--- src/verilog/flut11_defs.svh ---
// Offsets, field positions, reset values and timing for LUT entry eleven.
`ifndef FLUT11_DEFS_SVH
`define FLUT11_DEFS_SVH
// Register indexes as printed; the byte address is four times the index.
`define FLUT11_IDX_UNLOCK 8'h4A
`define FLUT11_IDX_TOFS 8'h4E
`define FLUT11_IDX_LIMIT 8'h64
`define FLUT11_IDX_DUTY 8'h65
`define FLUT11_IDX_MODE 8'h70
`define FLUT11_IDX_STATUS 8'h71
// Field positions.
`define FLUT11_UNLOCK_BIT 5
`define FLUT11_LIMIT_HALF_BIT 7
`define FLUT11_MODE_TEMP_HI_BIT 0
`define FLUT11_MODE_DUTY_HI_BIT 1
`define FLUT11_MODE_PWM_22K5_BIT 2
// Reset values.
`define FLUT11_LIMIT_RST 8'h7F
`define FLUT11_DUTY_RST 8'h3F
`define FLUT11_TOFS_RST 8'h00
`define FLUT11_UNLOCK_RST 8'h00
`define FLUT11_MODE_RST 3'h0
// Wait states the slave inserts in every access phase.
`define FLUT11_APB_WAITS 1
`endif

--- src/verilog/flut11_pkg.sv ---
// Types shared by the LUT entry eleven register bank.
package flut11_pkg;
  // Mode bits that steer interpretation of the entry.
  typedef struct packed {
    logic pwm_22k5;
    logic duty_hires;
    logic temp_hires;
  } flut11_mode_s;
  // Bus handshake phase of the slave.
  typedef enum logic {
    APB_IDLE,
    APB_ACK
  } flut11_apb_e;
endpackage : flut11_pkg

--- src/verilog/flut11_top.sv ---
// APB register bank and compare logic for fan LUT entry eleven.
// Summary of operation
// - Low temp mode: limit bit7 ignored, reads zero.
// - High temp mode: eight bits, half degrees.
// - Low temp mode: seven bits, whole degrees.
// - Temperature above limit selects this duty.
// - Compare nine bits high, eight low.
// - Limit is unsigned, sign assumed zero.
// - Table offset register adds to limit.
// - Low duty mode: upper bits read zero.
// - High duty mode: eight bit duty.
// - Extended duty bits need 22.5 kHz.
// - Low PWM mode: six bit duty.
//
// Added by the designer: the APB interface to the registers.
`include "flut11_defs.svh"
module flut11_top
  import flut11_pkg::*;
(
  input wire logic clk,
  input wire logic rst,
  input wire logic [11:0] paddr,
  input wire logic psel,
  input wire logic penable,
  input wire logic pwrite,
  input wire logic [31:0] pwdata,
  output logic [31:0] prdata,
  output logic pready,
  output logic pslverr,
  input wire logic [10:0] temp_reading,
  output logic entry_exceeded,
  output logic [7:0] entry_duty
);

  // Byte address of a printed register index.
  function automatic logic [11:0] reg_addr(input logic [7:0] idx);
    reg_addr = {2'b00, idx, 2'b00};
  endfunction : reg_addr

  // Register state.
  logic [7:0] limit_ff, nxt_limit; // Temperature limit of this entry.
  logic [7:0] duty_ff, nxt_duty; // Paired duty value.
  logic [7:0] tofs_ff, nxt_tofs; // Shared table offset in degrees.
  logic [7:0] unlock_ff, nxt_unlock; // Unlock register.
  flut11_mode_s mode_ff, nxt_mode; // Resolution and frequency modes.

  // Bus state.
  flut11_apb_e apb_ff, nxt_apb;
  logic [31:0] prdata_ff, nxt_prdata;
  logic pready_ff, nxt_pready;
  logic pslverr_ff, nxt_pslverr;

  // Compare outputs.
  logic exceed_ff, nxt_exceed;
  logic [7:0] eduty_ff, nxt_eduty;

  // Decode helpers.
  logic hit_limit, hit_duty, hit_tofs, hit_unlock, hit_mode, hit_status;
  logic mapped, wr_done, unlocked;
  logic [7:0] limit_view, duty_view;
  logic ext_active;
  logic [9:0] lim_hi;
  logic [8:0] lim_lo;

  // Address decode, as an if chain so a stray address falls to the end.
  always_comb begin
    hit_limit = 1'b0;
    hit_duty = 1'b0;
    hit_tofs = 1'b0;
    hit_unlock = 1'b0;
    hit_mode = 1'b0;
    hit_status = 1'b0;
    if (paddr == reg_addr(`FLUT11_IDX_LIMIT)) begin
      hit_limit = 1'b1;
    end else if (paddr == reg_addr(`FLUT11_IDX_DUTY)) begin
      hit_duty = 1'b1;
    end else if (paddr == reg_addr(`FLUT11_IDX_TOFS)) begin
      hit_tofs = 1'b1;
    end else if (paddr == reg_addr(`FLUT11_IDX_UNLOCK)) begin
      hit_unlock = 1'b1;
    end else if (paddr == reg_addr(`FLUT11_IDX_MODE)) begin
      hit_mode = 1'b1;
    end else if (paddr == reg_addr(`FLUT11_IDX_STATUS)) begin
      hit_status = 1'b1;
    end
  end

  // Shared views of the entry as the current modes see it.
  always_comb begin
    mapped = hit_limit | hit_duty | hit_tofs | hit_unlock | hit_mode | hit_status;
    // A write lands only on the edge where the master sees pready.
    wr_done = psel & penable & pready_ff & pwrite;
    unlocked = unlock_ff[`FLUT11_UNLOCK_BIT];
    // The half-degree bit only counts in high resolution.
    limit_view = limit_ff;
    if (!mode_ff.temp_hires) begin
      limit_view[`FLUT11_LIMIT_HALF_BIT] = 1'b0;
    end
    // Extended duty bits need both high resolution and the fast PWM.
    ext_active = mode_ff.duty_hires & mode_ff.pwm_22k5;
    duty_view = ext_active ? duty_ff : {2'b00, duty_ff[5:0]};
  end

  // Register writes; while locked, limit and duty simply keep their contents.
  always_comb begin
    nxt_limit = limit_ff;
    nxt_duty = duty_ff;
    nxt_tofs = tofs_ff;
    nxt_unlock = unlock_ff;
    nxt_mode = mode_ff;
    if (wr_done) begin
      if (hit_limit && unlocked) begin
        nxt_limit = pwdata[7:0];
      end else if (hit_duty && unlocked) begin
        nxt_duty = pwdata[7:0];
      end else if (hit_tofs) begin
        nxt_tofs = pwdata[7:0];
      end else if (hit_unlock) begin
        nxt_unlock = pwdata[7:0];
      end else if (hit_mode) begin
        nxt_mode = flut11_mode_s'(pwdata[2:0]);
      end
    end
  end

  // Register storage.
  always_ff @(posedge clk) begin
    if (rst) begin
      limit_ff <= `FLUT11_LIMIT_RST;
      duty_ff <= `FLUT11_DUTY_RST;
      tofs_ff <= `FLUT11_TOFS_RST;
      unlock_ff <= `FLUT11_UNLOCK_RST;
      mode_ff <= flut11_mode_s'(`FLUT11_MODE_RST);
    end else begin
      limit_ff <= nxt_limit;
      duty_ff <= nxt_duty;
      tofs_ff <= nxt_tofs;
      unlock_ff <= nxt_unlock;
      mode_ff <= nxt_mode;
    end
  end

  // Slave handshake: one wait state, then pready for one cycle.
  // Read data is captured as pready rises so it stands with it.
  always_comb begin
    nxt_apb = apb_ff;
    nxt_pready = 1'b0;
    nxt_pslverr = 1'b0;
    nxt_prdata = prdata_ff;
    case (apb_ff)
      APB_IDLE: begin
        if (psel && penable) begin
          nxt_apb = APB_ACK;
          nxt_pready = 1'b1;
          nxt_pslverr = ~mapped;
          nxt_prdata = 32'h0000_0000;
          if (!pwrite) begin
            if (hit_limit) begin
              nxt_prdata[7:0] = limit_view;
            end else if (hit_duty) begin
              nxt_prdata[7:0] = duty_view;
            end else if (hit_tofs) begin
              nxt_prdata[7:0] = tofs_ff;
            end else if (hit_unlock) begin
              nxt_prdata[7:0] = unlock_ff;
            end else if (hit_mode) begin
              nxt_prdata[2:0] = mode_ff;
            end else if (hit_status) begin
              nxt_prdata[8:0] = {exceed_ff, eduty_ff};
            end
          end
        end
      end
      APB_ACK: begin
        nxt_apb = APB_IDLE;
      end
      default: begin
        nxt_apb = APB_IDLE;
      end
    endcase
  end

  // Slave handshake registers.
  always_ff @(posedge clk) begin
    if (rst) begin
      apb_ff <= APB_IDLE;
      pready_ff <= 1'b0;
      pslverr_ff <= 1'b0;
      prdata_ff <= 32'h0000_0000;
    end else begin
      apb_ff <= nxt_apb;
      pready_ff <= nxt_pready;
      pslverr_ff <= nxt_pslverr;
      prdata_ff <= nxt_prdata;
    end
  end

  // Limit compare. The limit is unsigned and the offset widens the range,
  // so the sums carry one extra bit instead of wrapping at 255 degrees.
  always_comb begin
    // Half-degree units: integer and half bit, offset doubled.
    lim_hi = {2'b00, limit_ff} + {1'b0, tofs_ff, 1'b0};
    // Whole-degree units: seven bits plus the offset.
    lim_lo = {2'b00, limit_ff[6:0]} + {1'b0, tofs_ff};
    if (mode_ff.temp_hires) begin
      nxt_exceed = {1'b0, temp_reading[10:2]} > lim_hi;
    end else begin
      nxt_exceed = {1'b0, temp_reading[10:3]} > lim_lo;
    end
    // Six-bit duty alone unless the extended bits are live.
    nxt_eduty = nxt_exceed ? duty_view : 8'h00;
  end

  // Compare result registers.
  always_ff @(posedge clk) begin
    if (rst) begin
      exceed_ff <= 1'b0;
      eduty_ff <= 8'h00;
    end else begin
      exceed_ff <= nxt_exceed;
      eduty_ff <= nxt_eduty;
    end
  end

  // Outputs come straight from flip-flops.
  assign prdata = prdata_ff;
  assign pready = pready_ff;
  assign pslverr = pslverr_ff;
  assign entry_exceeded = exceed_ff;
  assign entry_duty = eduty_ff;
endmodule : flut11_top
--- config.mk ---
export PLATFORM = sky130hd
export DESIGN_NAME = flut11_top
export DESIGN_NICKNAME = d
export VERILOG_FILES = /design/src/verilog/flut11_pkg.sv /design/src/verilog/flut11_top.sv
export VERILOG_INCLUDE_DIRS = /design/src /design/src/verilog
export SDC_FILE = /design/constraint.sdc
export NUM_CORES = 1
export LEC_CHECK = 0
export BUFFER_PORTS_ARGS = -buffer_cell sky130_fd_sc_hd__buf_2
export CAP_MARGIN = 0
export CELL_PAD_IN_SITES_DETAIL_PLACEMENT = 0
export CELL_PAD_IN_SITES_GLOBAL_PLACEMENT = 1
export CORE_AREA = 2 2 116 96
export DETAILED_ROUTE_END_ITERATION = 10
export DIE_AREA = 0 0 118 98
export PLACE_DENSITY = 0.86
export SYNTH_ARGS = -nofsm -noshare
export SYNTH_HDL_FRONTEND = slang
export SYNTH_SLANG_ARGS = --single-unit
--- constraint.sdc ---
create_clock -name clk -period 2.75 [get_ports clk]
set_input_delay 0.275 -clock clk [delete_from_list [all_inputs] [get_ports clk]]
set_output_delay 0.275 -clock clk [all_outputs]
set_load 0.03 [all_outputs]
Word level (Yosys, flattened, before mapping)
Cells that the tools add are included.

storage, ports and cells
  memory bits (read-only) = 0
  flip-flop bits (word level) = 56
  input port bits = 60
  RAM bits = 0
  bits in latches = 0
  memories kept = 0

operators by class
  equality and inequality tests = 6
  bitwise gates (word level) = 17
  magnitude comparators = 2
  add/subtract/negate cells = 2
  multiply operators = 0
  muxes and demuxes = 38
  shift operators = 0
  reduce and logical (&&, ||, !) cells = 12
  divide/modulo/power cells = 0

operators by type and width
  cell                   number
  $eq A12 B9 Y1 const B  6
  $mux W8                5
  $mux W1                28
  $mux W9                2
  $add A8 B9 Y10         1
  $gt A9 B10 Y1          1
  $add A7 B8 Y9          1
  $gt A8 B9 Y1           1
  $not A1 Y1             8
  $mux W6                1
  $reduce_and A6 Y1      1
  $or A1 B1 Y1           5
  $reduce_and A5 Y1      1
  $and A1 B1 Y1          4
  $reduce_and A2 Y1      2
  $reduce_and A4 Y1      1
  $reduce_or A2 Y1       2
  $logic_and A1 B1 Y1    3
  $mux W3                1
  $reduce_and A3 Y1      1
  $reduce_or A3 Y1       1
  $pmux W1 S2            1

Logic depth before layout (Yosys ltp)
  depth in word-level cells = 14
  mapped depth = 14
  depth with buffers taken out = 14

Worst setup path before layout
No wires, ideal clock.

  path type = flip-flop to flip-flop
  start = reg limit_ff[1]
  end = reg eduty_ff[0] (netlist: entry_duty[0])
  required time = 2.599 ns
  path slack = -0.184 ns
  setup time = 0.151 ns
  period minus slack after synthesis = 2.934 ns
  cell stages (with the launch flop) = 14
  data arrival time = 2.783 ns
  cells stage by stage = dfxtp_1 -> ha_1 -> inv_1 -> fa_1 -> nor2b_1 -> o31a_1 -> o21ai_0 -> nand2b_1 -> xnor2_1 -> ha_1 -> a2111oi_0 -> o21ai_0 -> o2111ai_1 -> a21boi_0

between the ends
  longest elaborated chain between the ends = 5

ends and longest elaborated chain
  element                                                 line                                  source
  start: declaration                                      flut11_top.sv:41                      logic [7:0] limit_ff, nxt_limit;
  start signal: assignment                                flut11_top.sv:129                     limit_ff <= `FLUT11_LIMIT_RST;
  start signal: assignment                                flut11_top.sv:135                     limit_ff <= nxt_limit;
  $add A8 B9 Y10 / $add A7 B8 Y9 (equally long branches)  flut11_top.sv:202, flut11_top.sv:204
  $gt A9 B10 Y1 / $gt A8 B9 Y1 (equally long branches)    flut11_top.sv:206, flut11_top.sv:208
  $mux W1 (*)                                             flut11_top.sv:205                     if (mode_ff.temp_hires) begin
  $not A1 Y1 (no line) (*)                                --
  $reduce_or A2 Y1 (no line) (*)                          --
  end signal: assignment                                  flut11_top.sv:221                     eduty_ff <= nxt_eduty;
  end: declaration                                        flut11_top.sv:55                      logic [7:0] eduty_ff, nxt_eduty;

Every way passes the cells marked *; elsewhere a longest branch is shown, timed or not.
A chain may end at the register's enable or synchronous reset.

Worst setup path in the final report
  start = reg tofs_ff[0]
  end = reg eduty_ff[0] (netlist: entry_duty[0])

between the ends
  longest elaborated chain between the ends = 5

ends and longest elaborated chain
  element                                                 line                                  source
  start: declaration                                      flut11_top.sv:43                      logic [7:0] tofs_ff, nxt_tofs;
  start signal: assignment                                flut11_top.sv:131                     tofs_ff <= `FLUT11_TOFS_RST;
  start signal: assignment                                flut11_top.sv:137                     tofs_ff <= nxt_tofs;
  $add A8 B9 Y10 / $add A7 B8 Y9 (equally long branches)  flut11_top.sv:202, flut11_top.sv:204
  $gt A9 B10 Y1 / $gt A8 B9 Y1 (equally long branches)    flut11_top.sv:206, flut11_top.sv:208
  $mux W1 (*)                                             flut11_top.sv:205
  $not A1 Y1 (no line) (*)                                --
  $reduce_or A2 Y1 (no line) (*)                          --

Marked as above.

==> results by group <==
Status
  – Run status: finished, violations left
  – Violated checks: setup timing

Finish
  – Final core utilization: 0.422
  – Share of layout cells above drive strength 1: 0.263
  – Layout Cells excl Fill: 630
  – Layout Nets: 578
  – Layout area overhead: 24.8%
  – # diodes: 0

Timing
  – Final worst slack: -207 ps
  – Final setup TNS: -1810 ps
  – Max Freq: 0.338 GHz
  – Endpoints failing hold: 0
  – Least-Margin Pin Slew: 838 ps
  – Clock period minus worst slack: 2960 ps
  – Slew margin rel.: 0.441
  – Tcrit/Tclk final: 1.08
  – Final Setup Violations: 9
  – RSZ-0062 raised after global routing: true
  – Final count of pins violating max slew: 0
  – Max Clock Skew: 4.96 ps

Clocking
  – Clock transition at path regs: 70 ps
  – CTS buffer count: 5
  – H-tree levels: 2
  – Clock Sinks: 55
  – Clk Latency, worst-skew pair: 300 ps
  – Root Buffer Master: clkbuf_16
  – Clock buffer depth: 2
  – CTS tree: done

Hold path
  – Hold crit path type: in -> reg

Die
  – I/O pin total: 103
  – Die area: 0.0116 sq mm
  – Die X: 118 microns
  – # rows: 34
  – Core area: 0.0105 sq mm
  – Chip height: 98 microns
  – Starting Density: 0.338

Setup path
  – Crit path DAT: 3150 ps
  – CP Max Fanout: 9
  – Data required, critical path: 2940 ps
  – CP Capture Type: register
  – CP Class: reg -> reg
  – CP Launch Type: register

Global route
  – First-pass GRT wire length: 15400 microns
  – Antenna violations before repair: 0
  – Grt met1 use: 0.223
  – Largest net degree at the start of global routing: 44
  – Met2 GRT Util: 0.276
  – Grt met3 use: 0.0239
  – Gr ovfl total: 0
  – GRT busiest layer: met2
  – Vias in the first global route: 3139
  – GRT Util Overall: 0.165

Logic synthesis
  – Main flop type after synthesis: dfxtp_1
  – Most frequent cell after synthesis: dfxtp_1
  – Mapped cell area: 0.00355 sq mm
  – Sequential share of the synthesized area: 0.310
  – Post-synth EDFFs: 0
  – Syn. warnings: 0
  – Fraction of registers with async set/reset: 0
  – Synth unique cells: 55
  – Yosys top cell area share: 0.310
  – Syn_area_per_cell: 8.88 sq um
  – Register bit total from synthesis: 55
  – Yosys top cell by area: dfxtp_1
  – Synth top cells by count: dfxtp_1 (55), nor2_1 (49), ha_1 (31)
  – Post-synthesis cell count: 400
  – Area contributors post-synth: dfxtp_1 (31%), ha_1 (11%), mux2i_1 (7.9%), nor2_1 (5.2%), buf_4 (5.1%)

Power and ir drop
  – Switch Pwr: 0.436 mW
  – Combinational share of power: 0.118
  – Power per cell area: 368 mW/mm^2
  – Leakage power: 1.96 nW
  – Clock Power Share: 0.388
  – Reg power frac: 0.493
  – Internal Dissipation: 1.20 mW
  – Switching Share: 0.267
  – Power after layout: 1.63 mW
  – Worst VDD drop: 0.293 mV

Detailed routing
  – Iter 0 DRT Violations: 189
  – Vias/cell: 5.11
  – Routed Antenna Nets: 0
  – Wire per inst: 15.4 microns
  – Via count: 3220
  – DRC: 0
  – Total routed wirelength: 9730 microns
  – Drt pass-1 iters: 7

Placed design
  – Dpl cells: 621
  – Hpwl dp: 7590 microns
  – Port Buffers: 53
  – GPL Wtd Cong: 0.817

Job
  – Max-cap violations: 0
## cell usage in the layout (no fill, tap or decap), types with 3 or more instances in the layout
cell       count
buf_2         53
dfxtp_1       52
nor2_1        49
buf_4         39
mux2i_1       28
ha_1          28
conb_1        23
a21oi_1       18
a211o_1       14
inv_1         13
nor2b_1       12
nand2_1       11
nand3_1       10
o21ai_0        8
o21ai_1        8
xor2_1         7
nand4_1        7
nor3_1         6
o211ai_1       6
clkbuf_16      6
nand2b_1       5
a22o_1         5
o21a_1         4
a21o_1         4
xnor2_1        3
o31a_1         3
or3_1          3
a21oi_2        3
nor4bb_1       3
a21boi_1       3
ha_4           3
## through the flow
| stage | area, sq um | worst slack [ps] | hold WS [ps] |
|---|---|---|---|
| global route | 4440 | -375 | 263 |
| CTS | 4410 | -232 | 248 |
| detailed placement | 4190 | -380 | 455 |
| floorplan | 3660 | -10.8 | 393 |
| finish | 4440 | -207 | 249 |
| global placement | 4190 | -226 | 436 |
## cells by family after synthesis
kind of cell | count (synthesis) | synth area share
muxes | 30 | 0.0852
buffers and inverters | 53 | 0.0824
and+or+nand+nor | 118 | 0.173
DFF | 55 | 0.310
adders and majority gates | 33 | 0.120
AOI/OAI and AO/OA | 99 | 0.201
other | 1 | 0.00106
xor gates and xnor gates | 11 | 0.0271
## critical path: stages, from the launching register on
cell and delay [ps]:
dfxtp_4 380, ha_4 180, inv_2 60, fa_2 210, nor2b_2 50, o31a_1 310
o21ai_1 160, nand2b_1 110, xnor2_2 150, ha_1 330, a22o_1 210, nor4_2 140
o211ai_1 130, o211ai_1 150, clkbuf_16 220, a21boi_1 60
## power by group through the flow
stage	Combinational (mW)	Clock, mW	Sequential (mW)
floorplan	0.128	0	0.837
global placement	0.182	0	0.824
detailed placement	0.186	0	0.824
CTS	0.190	0.643	0.805
global route	0.206	0.664	0.805
finish	0.193	0.633	0.805
## state kept, by name (all words and copies together) (netlist names)
name,flops
apb_ff,1
entry_exceeded,1
entry_duty,8
limit_ff,8
prdata,9
mode_ff,3
pslverr,1
unlock_ff,8
tofs_ff,8
duty_ff,8
## per-layer routing
metal	part of all wire	wire length, microns
met4	0.014	134
met1	0.46	4500
met3	0.058	568
met5	0	0
met2	0.47	4530
## layout make-up
| type | instances | area [sq um] |
|---|---|---|
| sequential | 55 | 1110 |
| fill | 1043 | 6070 |
| timing repair buffer | 94 | 603 |
| inverter | 15 | 56.3 |
| clock buffer | 5 | 125 |
| clock inverter | 3 | 20.0 |
| tap | 144 | 180 |
| multi-input combinational | 314 | 2340 |
## path summary, 6_finish.rpt
check,slack [ps],start,cells past startpoint,to
worst min-delay path,250,pwdata[5],2,duty_ff[5]$_SDFFE_PP1P_
worst min register to register,460,prdata[2]$_SDFFE_PP0P_,2,prdata[2]$_SDFFE_PP0P_
worst max-delay path,-210,tofs_ff[0]$_SDFFE_PP0P_,15,entry_duty[0]$_SDFF_PP0_
worst max register to register,-210,tofs_ff[0]$_SDFFE_PP0P_,15,entry_duty[0]$_SDFF_PP0_
## timing repair
action                     CTS  global route
setup endpoints to repair    9             9
gates resized for setup     17             5
pin swaps                    6             1
buffers inserted             0             1
hold buffers                 0             0
Power figures use the tool's default switching activity.
